<file path="config.mk">
export PLATFORM = sky130hd
export DESIGN_NAME = scl_ctrl
export DESIGN_NICKNAME = d
export VERILOG_FILES = /design/src/logic/scl_pkg.sv /design/src/logic/scl_clkdiv.sv /design/src/logic/scl_ctrl.sv
export SDC_FILE = /design/constraint.sdc
export NUM_CORES = 1
export LEC_CHECK = 0
export BUFFER_PORTS_ARGS = -buffer_cell sky130_fd_sc_hd__buf_2
export CORE_UTILIZATION = 45
export DETAILED_ROUTE_END_ITERATION = 8
export GPL_TIMING_DRIVEN = 0
export PLACE_DENSITY_LB_ADDON = 0.1
export SYNTH_ARGS = -nofsm -noshare
export SYNTH_HDL_FRONTEND = slang
export SYNTH_SLANG_ARGS = --single-unit
</file>
<file path="constraint.sdc">
create_clock -name clk_i -period 2.7 [get_ports clk_i]
set_clock_uncertainty 0.2 [all_clocks]
set_input_delay 0.675 -clock clk_i [delete_from_list [all_inputs] [get_ports clk_i]]
set_output_delay 0.675 -clock clk_i [all_outputs]
set_load 0.05 [all_outputs]
</file>
<file path="src/logic/scl_pkg.sv">
// constants, types and register map of the serial bus controller
package scl_pkg;

  // register byte offsets on the wishbone slave
  localparam logic [4:0] SCL_OFS_TX_LO = 5'h00;
  localparam logic [4:0] SCL_OFS_TX_HI = 5'h04;
  localparam logic [4:0] SCL_OFS_RX = 5'h08;
  localparam logic [4:0] SCL_OFS_STAT = 5'h0C;
  localparam logic [4:0] SCL_OFS_START = 5'h10;
  localparam logic [4:0] SCL_OFS_EVT_STS = 5'h14;
  localparam logic [4:0] SCL_OFS_EVT_MASK = 5'h18;

  // status register fields
  localparam int SCL_STAT_DIV_LSB = 0;
  localparam int SCL_STAT_INTEN_BIT = 2;
  localparam int SCL_STAT_BUSY_BIT = 3;
  localparam int SCL_STAT_ACKB_BIT = 4;

  // divider ratio codes: 1/2, 1/4, 1/8, 1/16
  localparam logic [1:0] SCL_DIV_2 = 2'h0;
  localparam logic [1:0] SCL_DIV_4 = 2'h1;
  localparam logic [1:0] SCL_DIV_8 = 2'h2;
  localparam logic [1:0] SCL_DIV_16 = 2'h3;

  // values after reset
  localparam logic [1:0] SCL_DIV_RST = SCL_DIV_2;
  localparam logic SCL_INTEN_RST = 1'b0;
  localparam logic SCL_ACKB_RST = 1'b1;
  localparam logic [15:0] SCL_TX_RST = 16'h0000;
  localparam logic [7:0] SCL_RX_RST = 8'h00;

  // event status bits
  localparam int SCL_EVT_W = 2;
  localparam int SCL_EVT_DONE = 0;
  localparam int SCL_EVT_CANCEL = 1;
  localparam logic [SCL_EVT_W-1:0] SCL_EVT_RST = 2'h0;

  // frame shape, counted in shift clock edges and half periods
  localparam logic [4:0] SCL_TX_BITS = 5'h10;
  localparam logic [4:0] SCL_RX_FIRST = 5'h08;
  localparam logic [4:0] SCL_TAIL_TICKS = 5'h02;

  // write processing bound, in input clock periods
  localparam int SCL_CLK_PERIOD_NS = 4;
  localparam int SCL_WR_PROC_TC = 5;
  localparam int SCL_WR_PROC_CYC = SCL_WR_PROC_TC * SCL_CLK_PERIOD_NS / SCL_CLK_PERIOD_NS;

  typedef enum logic [1:0] {
    SCL_ST_IDLE = 2'h0,
    SCL_ST_LEAD = 2'h1,
    SCL_ST_SHIFT = 2'h3,
    SCL_ST_TAIL = 2'h2
  } scl_state_t;

  typedef struct packed {
    logic cyc;
    logic stb;
    logic we;
    logic [4:0] adr;
    logic [3:0] sel;
    logic [31:0] dat;
  } scl_wb_req_t;

  typedef struct packed {
    logic [31:0] dat;
    logic ack;
  } scl_wb_rsp_t;

  typedef struct packed {
    logic sclk;
    logic serial_data_out;
    logic oe_n;
  } scl_ser_t;

endpackage

</file>
<file path="src/logic/scl_clkdiv.sv">
// half-period tick generator for the shift clock
`timescale 1ns/10ps
module scl_clkdiv (
  input wire logic clk_i,
  input wire logic rst_i,
  input wire logic run_i,
  input wire logic [1:0] ratio_i,
  output logic tick_o
);
  import scl_pkg::*;

  logic [2:0] cnt_r;
  logic [2:0] cnt_nxt;
  logic [2:0] lim;

  // half period is 1, 2, 4 or 8 input clocks
  assign lim = 3'((4'h1 << ratio_i) - 4'h1);
  assign tick_o = run_i & (cnt_r == lim);

  always_comb begin
    cnt_nxt = 3'h0;
    if (run_i && !tick_o) begin
      cnt_nxt = cnt_r + 3'h1;
    end
  end

  always_ff @(posedge clk_i) begin
    if (rst_i) begin
      cnt_r <= 3'h0;
    end else begin
      cnt_r <= cnt_nxt;
    end
  end
endmodule // scl_clkdiv

</file>
<file path="src/logic/scl_ctrl.sv">
// serial bus controller: shift clock, frame, interrupt and reset handling
// Functional notes
// - the shift clock is the input clock divided by 2, 4, 8 or 16 as selected.
// - with interrupts enabled the interrupt pin goes high when a serial cycle ends.
// - any host read returns a high interrupt pin to low, unless a serial cycle ends in the same clock.
// - with interrupts disabled the interrupt pin stays low.
// - during reset output enable, shift clock and serial data out sit high.
// - reset clears busy, sets the acknowledge bit, disables the interrupt, selects 1/2.
// - a host write is fully processed within five input clock periods.
// - one bit time after the sixteenth rise the pins go idle, busy drops, an enabled interrupt rises.
// - a write to the status register loads the divider ratio and interrupt enable.
`timescale 1ns/10ps
module scl_ctrl (
  input wire logic clk_i,
  input wire logic rst_i,
  input wire scl_pkg::scl_wb_req_t wb_req_i,
  output scl_pkg::scl_wb_rsp_t wb_rsp_o,
  input wire logic serial_data_in_i,
  output scl_pkg::scl_ser_t ser_o,
  output logic int_o,
  output logic irq_o
);
  import scl_pkg::*;

  // bus side state
  logic ack_r, ack_nxt;
  logic [31:0] dat_r, dat_nxt;
  logic [15:0] tx_r, tx_nxt;
  logic [1:0] div_sel_r, div_sel_nxt;
  logic int_en_r, int_en_nxt;
  logic int_flag_r, int_flag_nxt;
  logic armed_r, armed_nxt;
  logic [SCL_EVT_W-1:0] evt_sts_r, evt_sts_nxt;
  logic [SCL_EVT_W-1:0] evt_mask_r, evt_mask_nxt;

  // serial side state
  scl_state_t st_r, st_nxt;
  logic [4:0] cnt_r, cnt_nxt;
  logic [15:0] txs_r, txs_nxt;
  logic [8:0] rxs_r, rxs_nxt;
  logic [7:0] rx_data_r, rx_data_nxt;
  logic ack_bit_r, ack_bit_nxt;
  logic sclk_r, sclk_nxt;
  logic sdo_r, sdo_nxt;
  logic oe_n_r, oe_n_nxt;
  logic [1:0] run_div_r, run_div_nxt;
  logic sin_s1_r, sin_s2_r, sin_s3_r, sin_v_r, sin_v_nxt;
  logic [3:0][1:0] cap_r, cap_nxt; // bits land late; rx byte may settle after busy drops at 1/2

  logic hit, fire, wr, rd, start_go, busy, tick, done_evt;
  logic [31:0] rd_mux;

  assign hit = wb_req_i.cyc & wb_req_i.stb;
  assign fire = hit & ack_r;
  assign wr = fire & wb_req_i.we & wb_req_i.sel[0];
  assign rd = fire & ~wb_req_i.we;
  assign busy = (st_r != SCL_ST_IDLE);
  // launches while a frame runs are dropped; the host spaces them out
  assign start_go = wr & (wb_req_i.adr == SCL_OFS_START) & armed_r & ~busy;
  assign done_evt = (st_r == SCL_ST_TAIL) & tick & (cnt_r == SCL_TAIL_TICKS - 5'h01);

  scl_clkdiv u_div (
    .clk_i(clk_i),
    .rst_i(rst_i),
    .run_i(busy),
    .ratio_i(run_div_r),
    .tick_o(tick)
  );

  always_comb begin
    rd_mux = 32'h0000_0000;
    case (wb_req_i.adr)
      SCL_OFS_TX_LO: rd_mux[7:0] = tx_r[7:0];
      SCL_OFS_TX_HI: rd_mux[7:0] = tx_r[15:8];
      SCL_OFS_RX: rd_mux[7:0] = rx_data_r;
      SCL_OFS_STAT: begin
        rd_mux[SCL_STAT_DIV_LSB +: 2] = div_sel_r;
        rd_mux[SCL_STAT_INTEN_BIT] = int_en_r;
        rd_mux[SCL_STAT_BUSY_BIT] = busy;
        rd_mux[SCL_STAT_ACKB_BIT] = ack_bit_r;
      end
      SCL_OFS_EVT_STS: rd_mux[SCL_EVT_W-1:0] = evt_sts_r;
      SCL_OFS_EVT_MASK: rd_mux[SCL_EVT_W-1:0] = evt_mask_r;
      default: rd_mux = 32'h0000_0000;
    endcase
  end

  // bus group: one-wait-state slave, every access acked, unmapped reads zero
  always_comb begin
    ack_nxt = hit & ~ack_r;
    dat_nxt = (hit & ~ack_r) ? rd_mux : dat_r;
    tx_nxt = tx_r;
    div_sel_nxt = div_sel_r;
    int_en_nxt = int_en_r;
    armed_nxt = armed_r;
    evt_mask_nxt = evt_mask_r;
    evt_sts_nxt = evt_sts_r;
    if (wr) begin
      case (wb_req_i.adr)
        SCL_OFS_TX_LO: begin
          tx_nxt[7:0] = wb_req_i.dat[7:0];
          armed_nxt = 1'b1;
        end
        SCL_OFS_TX_HI: tx_nxt[15:8] = wb_req_i.dat[7:0];
        SCL_OFS_STAT: begin
          div_sel_nxt = wb_req_i.dat[SCL_STAT_DIV_LSB +: 2];
          int_en_nxt = wb_req_i.dat[SCL_STAT_INTEN_BIT];
        end
        SCL_OFS_EVT_STS: evt_sts_nxt = evt_sts_r & ~wb_req_i.dat[SCL_EVT_W-1:0];
        SCL_OFS_EVT_MASK: evt_mask_nxt = wb_req_i.dat[SCL_EVT_W-1:0];
        default: armed_nxt = armed_r;
      endcase
    end
    if (start_go) begin
      armed_nxt = 1'b0;
    end
    // a read between arming and launch cancels the standby
    if (rd) begin
      armed_nxt = 1'b0;
    end
    // hardware sets win over software clears
    if (done_evt) begin
      evt_sts_nxt[SCL_EVT_DONE] = 1'b1;
    end
    if (rd && armed_r) begin
      evt_sts_nxt[SCL_EVT_CANCEL] = 1'b1;
    end
    int_flag_nxt = int_flag_r;
    if (rd) begin
      int_flag_nxt = 1'b0;
    end
    if (!int_en_nxt) begin
      int_flag_nxt = 1'b0;
    end else if (done_evt && int_en_r) begin
      int_flag_nxt = 1'b1;
    end
  end

  always_ff @(posedge clk_i) begin
    if (rst_i) begin
      ack_r <= 1'b0;
      dat_r <= 32'h0000_0000;
      tx_r <= SCL_TX_RST;
      div_sel_r <= SCL_DIV_RST;
      int_en_r <= SCL_INTEN_RST;
      int_flag_r <= 1'b0;
      armed_r <= 1'b0;
      evt_sts_r <= SCL_EVT_RST;
      evt_mask_r <= SCL_EVT_RST;
    end else begin
      ack_r <= ack_nxt;
      dat_r <= dat_nxt;
      tx_r <= tx_nxt;
      div_sel_r <= div_sel_nxt;
      int_en_r <= int_en_nxt;
      int_flag_r <= int_flag_nxt;
      armed_r <= armed_nxt;
      evt_sts_r <= evt_sts_nxt;
      evt_mask_r <= evt_mask_nxt;
    end
  end

  // serial group
  always_comb begin
    st_nxt = st_r;
    cnt_nxt = cnt_r;
    txs_nxt = txs_r;
    rxs_nxt = rxs_r;
    rx_data_nxt = rx_data_r;
    ack_bit_nxt = ack_bit_r;
    sclk_nxt = sclk_r;
    sdo_nxt = sdo_r;
    oe_n_nxt = oe_n_r;
    run_div_nxt = run_div_r;
    cap_nxt = {cap_r[2:0], 2'h0};
    // serial input only counts once the late stages agree
    sin_v_nxt = (sin_s2_r == sin_s3_r) ? sin_s3_r : sin_v_r;
    case (st_r)
      SCL_ST_IDLE: begin
        if (start_go) begin
          st_nxt = SCL_ST_LEAD;
          oe_n_nxt = 1'b0;
          txs_nxt = tx_r;
          run_div_nxt = div_sel_r;
          cnt_nxt = 5'h00;
        end
      end
      SCL_ST_LEAD: begin
        if (tick) begin
          st_nxt = SCL_ST_SHIFT;
          sclk_nxt = 1'b0;
          sdo_nxt = txs_r[15];
          txs_nxt = {txs_r[14:0], 1'b0};
          cnt_nxt = 5'h01;
        end
      end
      SCL_ST_SHIFT: begin
        if (tick && !sclk_r) begin
          sclk_nxt = 1'b1;
          cap_nxt[0] = {cnt_r == SCL_TX_BITS, cnt_r >= SCL_RX_FIRST};
          if (cnt_r == SCL_TX_BITS) begin
            st_nxt = SCL_ST_TAIL;
            cnt_nxt = 5'h00;
          end
        end else if (tick) begin
          sclk_nxt = 1'b0;
          sdo_nxt = txs_r[15];
          txs_nxt = {txs_r[14:0], 1'b0};
          cnt_nxt = cnt_r + 5'h01;
        end
      end
      SCL_ST_TAIL: begin
        if (tick) begin
          cnt_nxt = cnt_r + 5'h01;
        end
        if (done_evt) begin
          st_nxt = SCL_ST_IDLE;
          sdo_nxt = 1'b1;
          oe_n_nxt = 1'b1;
          cnt_nxt = 5'h00;
        end
      end
      default: st_nxt = SCL_ST_IDLE;
    endcase
    if (cap_r[3][0]) begin
      rxs_nxt = {rxs_r[7:0], sin_v_r};
    end
    if (cap_r[3][1]) begin
      ack_bit_nxt = rxs_nxt[8];
      rx_data_nxt = rxs_nxt[7:0];
    end
  end

  always_ff @(posedge clk_i) begin
    sin_s1_r <= serial_data_in_i;
    sin_s2_r <= sin_s1_r;
    sin_s3_r <= sin_s2_r;
    if (rst_i) begin
      st_r <= SCL_ST_IDLE;
      cnt_r <= 5'h00;
      txs_r <= SCL_TX_RST;
      rxs_r <= 9'h000;
      rx_data_r <= SCL_RX_RST;
      ack_bit_r <= SCL_ACKB_RST;
      sclk_r <= 1'b1;
      sdo_r <= 1'b1;
      oe_n_r <= 1'b1;
      run_div_r <= SCL_DIV_RST;
      sin_v_r <= 1'b1;
      cap_r <= 8'h00;
    end else begin
      st_r <= st_nxt;
      cnt_r <= cnt_nxt;
      txs_r <= txs_nxt;
      rxs_r <= rxs_nxt;
      rx_data_r <= rx_data_nxt;
      ack_bit_r <= ack_bit_nxt;
      sclk_r <= sclk_nxt;
      sdo_r <= sdo_nxt;
      oe_n_r <= oe_n_nxt;
      run_div_r <= run_div_nxt;
      sin_v_r <= sin_v_nxt;
      cap_r <= cap_nxt;
    end
  end

  // reset overrides the pins at once, not one edge later
  assign ser_o.sclk = sclk_r | rst_i;
  assign ser_o.serial_data_out = sdo_r | rst_i;
  assign ser_o.oe_n = oe_n_r | rst_i;
  assign int_o = int_flag_r;
  assign irq_o = |(evt_sts_r & evt_mask_r);
  assign wb_rsp_o.ack = ack_r;
  assign wb_rsp_o.dat = dat_r;

  // checking helpers
  logic [3:0] gap_r;
  always_ff @(posedge clk_i) begin
    if (rst_i || (sclk_nxt != sclk_r)) begin
      gap_r <= 4'h0;
    end else begin
      gap_r <= gap_r + 4'h1;
    end
  end
endmodule // scl_ctrl

</file>
== Word-level counts from Yosys, hierarchy flattened ==
Index checks and enable logic that the tools add are counted.

* ROM bits: 0
* Latch bits: 0
* Output and inout bits: 38
* Register bits: 95
* RAM bits: 0
* Logic and storage cells: 153
* Memories: 0
* Bits of input ports: 47

* Reduce and logical (&&, ||, !) cells: 35
* $mul: 0
* Magnitude comparators: 1
* $add $sub $neg: 3
* Eq/ne operators: 20
* Bitwise gates (word level): 25
* Shift operators: 1
* Div/mod/pow operators: 0
* Muxes and demuxes: 38

{| class="wikitable"
|+ Operator list
! kind !! count
|-
| $mux 16 || 3
|-
| $pmux 16 s3 || 1
|-
| $mux 5 || 6
|-
| $eq 5x5->1 const B || 4
|-
| $pmux 5 s4 || 1
|-
| $reduce_bool 2->1 || 8
|-
| $mux 2 || 7
|-
| $reduce_and 2->1 || 7
|-
| $and 1x1->1 || 12
|-
| $mux 1 || 12
|-
| $ne 2x2->1 const B || 6
|-
| $pmux 2 s6 || 1
|-
| $pmux 3 s4 || 1
|-
| $reduce_and 3->1 || 4
|-
| $eq 5x4->1 const B || 2
|-
| $mux 9 || 1
|-
| $pmux 3 s3 || 1
|-
| $pmux 2 s4 || 1
|-
| $not 1->1 || 7
|-
| $reduce_bool 3->1 || 2
|-
| $reduce_or 2->1 || 3
|-
| $reduce_or 3->1 || 2
|-
| $add 5x1->5 const B || 1
|-
| $eq 5x1->1 const B || 1
|-
| 20 further kinds || 29
|}

== Logic depth before layout (Yosys ltp) ==
Gate-level depths: netlist of the first run.

* Depth in word-level cells: 9
* Depth in mapped cells: 11
* Mapped depth without buffers: 10

== By module ==
From an unflattened synthesis of the first run, not the netlist that was laid out.

* Cell total of the unflattened synthesis: 495
* Area total of the unflattened synthesis: 4453.0 µm²

{| class="wikitable"
|+ Modules (own cells, without submodules)
! module !! times used !! seq. area each (µm²) !! cells each !! area each (µm²)
|-
| scl_ctrl || 1 || 1841.8 || 477 || 4282.9
|-
| scl_clkdiv || 1 || 60.1 || 18 || 170.2
|}

== Least setup slack after synthesis of the first run ==
No wires, ideal clock.

* Path kind: input to register
* Start point: in wb_req_i[39] (netlist name)
* End point: reg txs_r[5]
* Library setup time: 0.145 ns
* Cell stages on the path: 6
* Slack: 0.112 ns
* Data arrival time: 2.244 ns
* Data required time: 2.355 ns
* Path buffers: 1
* Cells stage by stage: or4_1 > or4_4 > or2_4 > buf_6 > a21oi_1 > a211oi_2

* Word-level cells in the longest chain between the ends: 6

{| class="wikitable"
|+ RTL lines
! element !! line !! text
|-
| start, declared || scl_ctrl.sv:16 || <nowiki>input wire scl_pkg::scl_wb_req_t wb_req_i,</nowiki>
|-
| $eq 5x5->1 || scl_ctrl.sv:59 || <nowiki>assign start_go = wr & (wb_req_i.adr == SCL_OFS_START) & armed_r & ~busy;</nowiki>
|-
| $and 1x1->1 (3 in series) || scl_ctrl.sv:59 ||
|-
| $ne 2x2->1 (no line) || n/a ||
|-
| $reduce_and 3->1 (no line) || n/a ||
|-
| end signal, assigned || scl_ctrl.sv:254 || <nowiki>txs_r <= txs_nxt;</nowiki>
|-
| end, declared || scl_ctrl.sv:39 || <nowiki>logic [15:0] txs_r, txs_nxt;</nowiki>
|}

No other way between the ends.
A chain may end at the register's enable or synchronous reset.

==> results of run 1 <==
[sequential cells by signal, summed over array words and instances (netlist names), 3 cells and up]
signal       flops
dat_r            8
txs_r           16
rxs_r            9
cap_nxt          6
u_div.cnt_r      3
tx_r            16
cnt_r            5
rx_data_r        8
[worst max-delay path, stage by stage]
cell and delay [ns]:
buf_2 0.27, clkbuf_1 0.37, or2_2 0.18, buf_2 0.25
[what timing repair did]
item / CTS / global route
setup endpoints to repair: 19 / 21
gates resized for setup: 6 / 9
cloned: 0 / 0
setup buffers: 0 / 1
pin swaps: 0 / 1
[final cells by class]
| cell class | instances | area share (%) |
|---|---|---|
| Timing Repair Buffer | 33 | 3.237 |
| Tap cell | 133 | 3.213 |
| Clock inverter | 7 | 1.208 |
| Inverter | 23 | 1.740 |
| Buffer | 51 | 6.185 |
| Sequential cell | 95 | 36.72 |
| Clock buffer | 9 | 2.392 |
| Multi-Input combinational cell | 353 | 45.30 |
[cells in the final DEF, fill, tap and decap left out, types with 3 or more instances in the layout]
cell      synthesis  routed
a211oi_1         16      16
a211oi_2         10      10
a21oi_1          19      18
a21oi_2           8       8
a22oi_1           8       8
buf_1             4       4
buf_2             3      34
buf_4            25      27
buf_6             3       3
clkbuf_1         17      13
clkbuf_8          0       9
conb_1            1      24
dfxtp_1          95      95
ha_1              6       5
inv_1            22      22
inv_6             0       3
mux2i_1          51      51
mux4_2            3       3
nand2_1          45      45
nand3_1          11      11
nand4_1           3       3
nor2_1           66      64
nor2b_1          10      10
nor3_1            6       6
nor4_1            3       3
o211ai_1          3       3
o21ai_0          13      13
or2_2             6       6
or4_1             3       3
[stage by stage]
| stage | hold slack [ns] | TNS [ns] | std cells |
|---|---|---|---|
| 4_1_cts | 0.1454 | 0 | 703 |
| 6_report | 0.1386 | 0 | 704 |
| 5_1_grt | 0.1528 | 0 | 704 |
| 3_5_place_dp | 0.1135 | -3.658 | 688 |
| 3_3_place_gp | 0.1217 | -3.132 | 688 |
| 2_1_floorplan | 0.1096 | 0 | 523 |
[kinds of logic (layout without fill, tap and decap cells)]
family          after synthesis  in the layout  synth area share (%)
other cells                   1             24               0.08270
compound gates               96             96                 15.92
flops                        95             95                 41.94
simple gates                169            169                 17.91
buf+inv                      75            123                 8.857
xor+xnor                      2              2                0.3864
fa+ha+maj                     6              6                 1.656
mux                          56             56                 13.24
[cells in the mapped netlist, types with 4 or more instances]
master | number | area, um^2
nand3_1 | 11 | 55.05
ha_1 | 6 | 75.07
nor2b_1 | 10 | 62.56
or2_2 | 6 | 37.54
a211oi_2 | 10 | 125.1
a21oi_1 | 19 | 95.09
nand2_1 | 45 | 168.9
o21ai_0 | 13 | 65.06
clkbuf_1 | 17 | 63.81
a211oi_1 | 16 | 120.1
buf_1 | 4 | 15.01
inv_1 | 22 | 82.58
nor2_1 | 66 | 247.7
a21oi_2 | 8 | 70.07
mux2i_1 | 51 | 510.5
dfxtp_1 | 95 | 1902
buf_4 | 25 | 187.7
a22oi_1 | 8 | 60.06
nor3_1 | 6 | 30.03
[worst max path at each step]
stage / endpoint / depth (start not counted)
after floorplan: txs_r[5]$_SDFFE_PP0P_ / 6
after global placement: ser_o[1] / 5
after detailed placement: ser_o[1] / 5
after CTS: txs_r[0]$_SDFFE_PP0P_ / 10
after global routing: ser_o[0] / 4
final: ser_o[0] / 4
[power groups by stage]
stage                     combinational [uW]  clock, uW  sequential, uW
after floorplan                          150          0            1450
after global placement                   200          0            1440
after detailed placement                 201          0            1440
after CTS                                200        932            1410
after global routing                     217        984            1410
final                                    202        913            1410
[per-layer routing]
metal	vias to the layer above	GRT usage, %	part of all wire [%]
met5	-	0	0
met1	1749	31.69	48
met2	89	37.17	46
li1	1837	-	-
met3	17	2.394	3.8
met4	0	9.231	2.0
==> impl_results.md, run 1 <==
- Result of the run: finished, final reports clean
- DRC: 0
- Via count of the first global-routing pass: 3500
- Worst slew pin tran: 0.7156 ns
- Post-layout worst setup margin: 0.08894 ns
- Synth async-reset ratio: 0%
- Post-placement setup slack: -0.4304 ns
- Net Sw Power: 710.5 uW
- Count of input and output buffers: 32
- Power share of the combinational group: 8.0%
- Total Routing Usage GR: 23.06%
- Area grow syn2layout: 14.21%
- Area after detailed placement: 4947 um^2
- Worst reg2reg setup slack: 0.21 ns
- Final critical delay including setup and external delays: 2.611 ns
- Footprint of the flip-flops and latches: 1902 um^2
- Number of unique standard cell types used by synthesis: 58
- Leading register cell type out of synthesis: dfxtp_1
- Max_slew headroom: 52.29%
- Setup repair after global routing missed its margin: false
- Arrival time worst endpoint: 1.74 ns
- Boundary pin count: 85
- #FFs+latches synth: 95
- Final Cell Area: 5179 um^2
- VDD IR-drop max: 0.2863 mV
- Portion of total power attributed to sequential cells: 55.8%
- Number of diodes: 0
- Number of buffers inserted during clock tree synthesis: 9
- Number of antenna-violating nets in the routed design: 0
- Total Wirelength: 11.10 mm
- Largest net degree at the start of global routing: 19
- Kind of critical path: in2out
- Ratio of cells with drive above 1 in the final layout: 21.72%
- Warning count from the yosys run: 0
- Worst hold stages: 0
- Terminating pin of the worst hold path: sin_s2_r$_DFF_P_
- Required arrival time at the worst endpoint: 1.82 ns
- Filler Cells Inserted: 953
- Reported max-cap violation count: 0
- Sink count of the clock tree: 95
- Maximum clock frequency: 0.3830 GHz
- H-tree depth: 3
- Number of standard cells after synthesis: 500
- Cell row count: 36
- Clock latency on the worst-skew pair: 0.37 ns
- R2R cell count: 10
- Horizontal extent of the die: 102.4 um
- Clock transition time at the flip-flop clock pins of the worst setup and hold paths: 0.10 ns
- Reg2Reg Capture Point: txs_r[0]$_SDFFE_PP0P_
- Sort of element at the start of the critical path: primary input
- Initial antenna violation count: 0
- Combined area of all synthesized cells: 4534 um^2
- Portion of total power attributed to the clock network: 36.2%
- Class of the most critical hold timing path: reg2reg
- First-pass GRT wire length: 18.13 mm
- Mean cell area of the mapped netlist: 9.069 um^2
- Initial core utilization: 46.39%
- Overflow left after global routing: 0
- Post-DP HPWL: 8.212 mm
- Leakage: 0.002001 uW
- R2r startpoint: run_div_r[0]$_SDFFE_PP0P_
- Nets: 619
- Via Count: 3692
- Core region area: 9774 um^2
- Post-layout total power: 2524 uW
- Crit end category: primary output
- Die Y-Extent: 102.4 um
- Ratio of total power to cell area: 487.4 nW/um^2
- Clk Tree Root Cell: clkbuf_8
- Number of synthesized flops with an enable pin: 0
- Worst hold start: sin_s1_r$_DFF_P_
- Sequential share of the synthesized area: 41.94%
- Cell internal power dissipation: 1813 uW
- Overall die area: 10480 um^2
- Final number of hold-violating endpoints: 0
- CTS Hold Buffers Added: 0
- Number of detailed-route iterations in the first pass: 5
- Post-DR wirelength/cell: 15.77 um
- Post-layout utilization of the core: 52.98%
- Multi-input logic area: 2346 um^2
- Number of setup violations in the final report: 0
- Switching share of power: 28.15%
- Final Cycle Share: 96.71%
- Clock Tree Buf Depth: 2
- TritonCTS clock tree: yes
- Iter 0 DRT Violations: 160
- Highest net fanout along the worst path: 12
- Crit path launch: rst_i
- Gp weighted congestion: 0.8726
- Slew Viols, Final: 0
- Mean number of vias per cell: 5.244
Note: power is estimated with default switching activity, not from simulation.
==> run 2, diff against run 1 <==
--- a/config.mk
+++ b/config.mk
@@ -12,4 +12,5 @@
 export PLACE_DENSITY_LB_ADDON = 0.1
 export SYNTH_ARGS = -nofsm -noshare
 export SYNTH_HDL_FRONTEND = slang
+export SYNTH_HIERARCHICAL = 1
 export SYNTH_SLANG_ARGS = --single-unit
==> run 2 against run 1 <==
Die area shrank 1.8%; fmax rose by 1.5%; combinational power rose by 48%; highest routed layer unchanged; non-clock buffer count increased by 3; count of clock-buffer cells in the layout up 1; synthesized area decreased by 1.8%; core utilization up 2.4 points; clock power rose by 28%; critical endpoint is now txs_r[9]$_SDFFE_PP0P_.
==> impl_results.md, run 2 <==
- Post-DP HPWL: 7.898 mm (was 8.212 mm)
- CTS Hold Buffers Added: 0 (unchanged)
- Overflow left after global routing: 0 (unchanged)
- Most frequent cells in the layout: dfxtp_1 (93), nor2_1 (51), mux2i_1 (50) (was dfxtp_1 (95), nor2_1 (64), mux2i_1 (51))
- Clock latency on the worst-skew pair: 0.37 ns (about the same)
- TritonCTS clock tree: yes (unchanged)
- Highest net fanout along the worst path: 10 (was 12)
- Multi-input logic area: 2290 um^2 (was 2346 um^2)
- Horizontal extent of the die: 101.5 um (was 102.4 um)
- Total Wirelength: 10.82 mm (was 11.10 mm)
- Filler Cells Inserted: 859 (was 953)
- Synth async-reset ratio: 0% (unchanged)
- Iter 0 DRT Violations: 198 (was 160)
- Core region area: 9415 um^2 (was 9774 um^2)
- Result of the run: finished, final reports clean (unchanged)
- Initial core utilization: 47.30% (was 46.39%)
- Reported max-cap violation count: 0 (unchanged)
- Synth area leader: dfxtp_1 (unchanged)
- Final Cycle Share: 95.31% (was 96.71%)
- Area grow syn2layout: 17.20% (was 14.21%)
- Footprint of the flip-flops and latches: 1904 um^2 (was 1902 um^2)
- Ratio of cells with drive above 1 in the final layout: 20.14% (was 21.72%)
- Post-layout total power: 2899 uW (was 2524 uW)
- Worst slew pin tran: 0.8273 ns (was 0.7156 ns)
- Number of diodes: 0 (unchanged)
- Share of the synthesized area in the top cell type: 42.71% (was 41.94%)
- Via Count: 3689 (was 3692)
- Clock Tree Buf Depth: 2 (unchanged)
- Final number of hold-violating endpoints: 0 (unchanged)
- Initial antenna violation count: 0 (unchanged)
- Nets: 614 (was 619)
- Number of antenna-violating nets in the routed design: 0 (unchanged)
- Hold slack: 0.1398 ns (was 0.1386 ns)
- Boundary pin count: 85 (unchanged)
- Max_slew headroom: 44.34% (was 52.29%)
- Final critical delay including setup and external delays: 2.573 ns (was 2.611 ns)
- Sink count of the clock tree: 95 (unchanged)
- Overall die area: 10300 um^2 (was 10480 um^2)
- Number of standard cells after synthesis: 495 (was 500)
- #FFs+latches synth: 95 (unchanged)
- Leakage: 0.002007 uW (was 0.002001 uW)
- Ratio of total power to cell area: 555.4 nW/um^2 (was 487.4 nW/um^2)
- DRC: 0 (unchanged)
- Area after detailed placement: 4866 um^2 (was 4947 um^2)
- Mean number of vias per cell: 5.308 (was 5.244)
- Number of setup violations in the final report: 0 (unchanged)
- Cell types occupying the most area after synthesis: dfxtp_1 (43%), mux2i_1 (11%), a211oi_1 (4.4%), nor2_1 (4.4%), buf_4 (4.2%) (was dfxtp_1 (42%), mux2i_1 (11%), nor2_1 (5.5%), buf_4 (4.1%), nand2_1 (3.7%))
- Largest net degree at the start of global routing: 17 (was 19)
- Via count of the first global-routing pass: 3425 (was 3500)
- H-tree depth: 3 (unchanged)
- VDD IR-drop max: 0.3123 mV (was 0.2863 mV)
- Number of unique standard cell types used by synthesis: 58 (unchanged)
- Most frequent cell after synthesis: dfxtp_1 (unchanged)
- Post-layout utilization of the core: 55.43% (was 52.98%)
- First-pass GRT wire length: 17.51 mm (was 18.13 mm)
- Slew Viols, Final: 0 (unchanged)
- Kind of critical path: reg2reg (was in2out)
- Number of buffers inserted during clock tree synthesis: 9 (unchanged)
- Class of the most critical hold timing path: reg2reg (unchanged)
- Commonest non-fill, non-tap cell in the layout: dfxtp_1 (unchanged)
- Post-DR wirelength/cell: 15.57 um (was 15.77 um)
- Synth top cells by count: dfxtp_1 (95), nor2_1 (52), mux2i_1 (50) (was dfxtp_1 (95), nor2_1 (66), mux2i_1 (51))
- Number of synthesized flops with an enable pin: 0 (unchanged)
- Clk Tree Root Cell: clkbuf_8 (unchanged)
- Arrival time worst endpoint: 2.65 ns (was 1.74 ns)
- Mean cell area of the mapped netlist: 8.996 um^2 (was 9.069 um^2)
- Sort of element at the start of the critical path: flip-flop (was primary input)
- Setup bufs post-CTS: 0 (unchanged)
- Sequential share of the synthesized area: 42.71% (was 41.94%)
- Required arrival time at the worst endpoint: 2.78 ns (was 1.82 ns)
- Final Cell Area: 5219 um^2 (was 5179 um^2)
- Die Y-Extent: 101.5 um (was 102.4 um)
- Clock transition time at the flip-flop clock pins of the worst setup and hold paths: 0.10 ns (about the same)
- Maximum clock frequency: 0.3886 GHz (was 0.3830 GHz)
- Crit end category: flip-flop (was primary output)
- Warning count from the yosys run: 6 (was 0)
- Leading register cell type out of synthesis: dfxtp_1 (unchanged)
- Total Routing Usage GR: 22.33% (was 23.06%)
- Number of detailed-route iterations in the first pass: 6 (was 5)
- Cell row count: 35 (was 36)
- Combined area of all synthesized cells: 4453 um^2 (was 4534 um^2)
- Count of input and output buffers: 33 (was 32)
- Gp weighted congestion: 0.8047 (was 0.8726)
- Largest registers: tx_r: 16 flops, txs_r: 16 flops, rxs_r: 9 flops (unchanged)
run 2: stage by stage:
| step | setup slack [ns] | std cells | TNS [ns] |
|---|---|---|---|
| 2_1_floorplan | 0.03672 | 518 | 0 |
| 3_3_place_gp | -0.4362 | 680 | -6.973 |
| 3_5_place_dp | -0.4032 | 680 | -7.119 |
| 4_1_cts | 0.004832 | 695 | 0 |
| 5_1_grt | -0.003092 | 695 | -0.004713 |
| 6_report | 0.1267 | 695 | 0 |
run 2: kinds of logic after synthesis:
family          share of synthesized area, %
mux                                    11.74
buf+inv                                9.666
fa+ha+maj                              1.686
other cells                          0.08421
compound gates                         14.95
xor+xnor                              0.3934
flops                                  42.71
simple gates                           18.77
run 2: path summary, 6_finish.rpt:
| check | from | endpoint | slack, ns | depth (start not counted) |
|---|---|---|---|---|
| setup / recovery | u_div/cnt_r[2]$_SDFF_PP0_ | txs_r[9]$_SDFFE_PP0P_ | 0.13 | 10 |
| hold / removal | sin_s1_r$_DFF_P_ | sin_s2_r$_DFF_P_ | 0.14 | 0 |
| setup reg to reg | u_div/cnt_r[2]$_SDFF_PP0_ | txs_r[9]$_SDFFE_PP0P_ | 0.13 | 10 |
| hold reg to reg | sin_s1_r$_DFF_P_ | sin_s2_r$_DFF_P_ | 0.14 | 0 |
run 2: repair_timing:
| action | in CTS | in global routing |
|---|---|---|
| cloned | 0 | 1 |
| resized for setup | 15 | 19 |
| endpoints found under the hold margin | 0 | 0 |
| endpoints found under the setup margin | 25 | 18 |
run 2: layer usage:
layer | up-vias | global-route usage (%) | routed length, um
met5 | - | 0 | 0
met4 | 0 | 6.132 | 128
met3 | 13 | 5.659 | 575
met2 | 104 | 33.07 | 4759
met1 | 1732 | 32.12 | 5354
li1 | 1840 | - | -
run 2: worst max-delay path, cell delays in order, from the launching register on:
cell and delay, ns:
dfxtp_2 0.35, or4b_1 0.54, nand4_2 0.13, and3_4 0.22, ha_4 0.18, nand3_2 0.15, buf_6 0.19, buf_2 0.18
nand2_1 0.08, a21oi_1 0.04, a211oi_1 0.23
run 2: area by class of cell:
type	instances	share of cell area, %
Multi-Input combinational cell	340	43.87
Sequential cell	95	36.49
Timing Repair Buffer	34	3.261
Buffer	53	6.425
Tap cell	129	3.093
Clock buffer	10	2.637
Clock inverter	6	2.206
Inverter	28	2.014
run 2: power by group:
group | leakage [uW] | internal [uW] | total (uW) | switching [uW]
logic | 0.00112 | 89.5 | 299 | 210
clock network | 0.000123 | 646 | 1170 | 525
registers | 0.000768 | 1420 | 1430 | 14.1
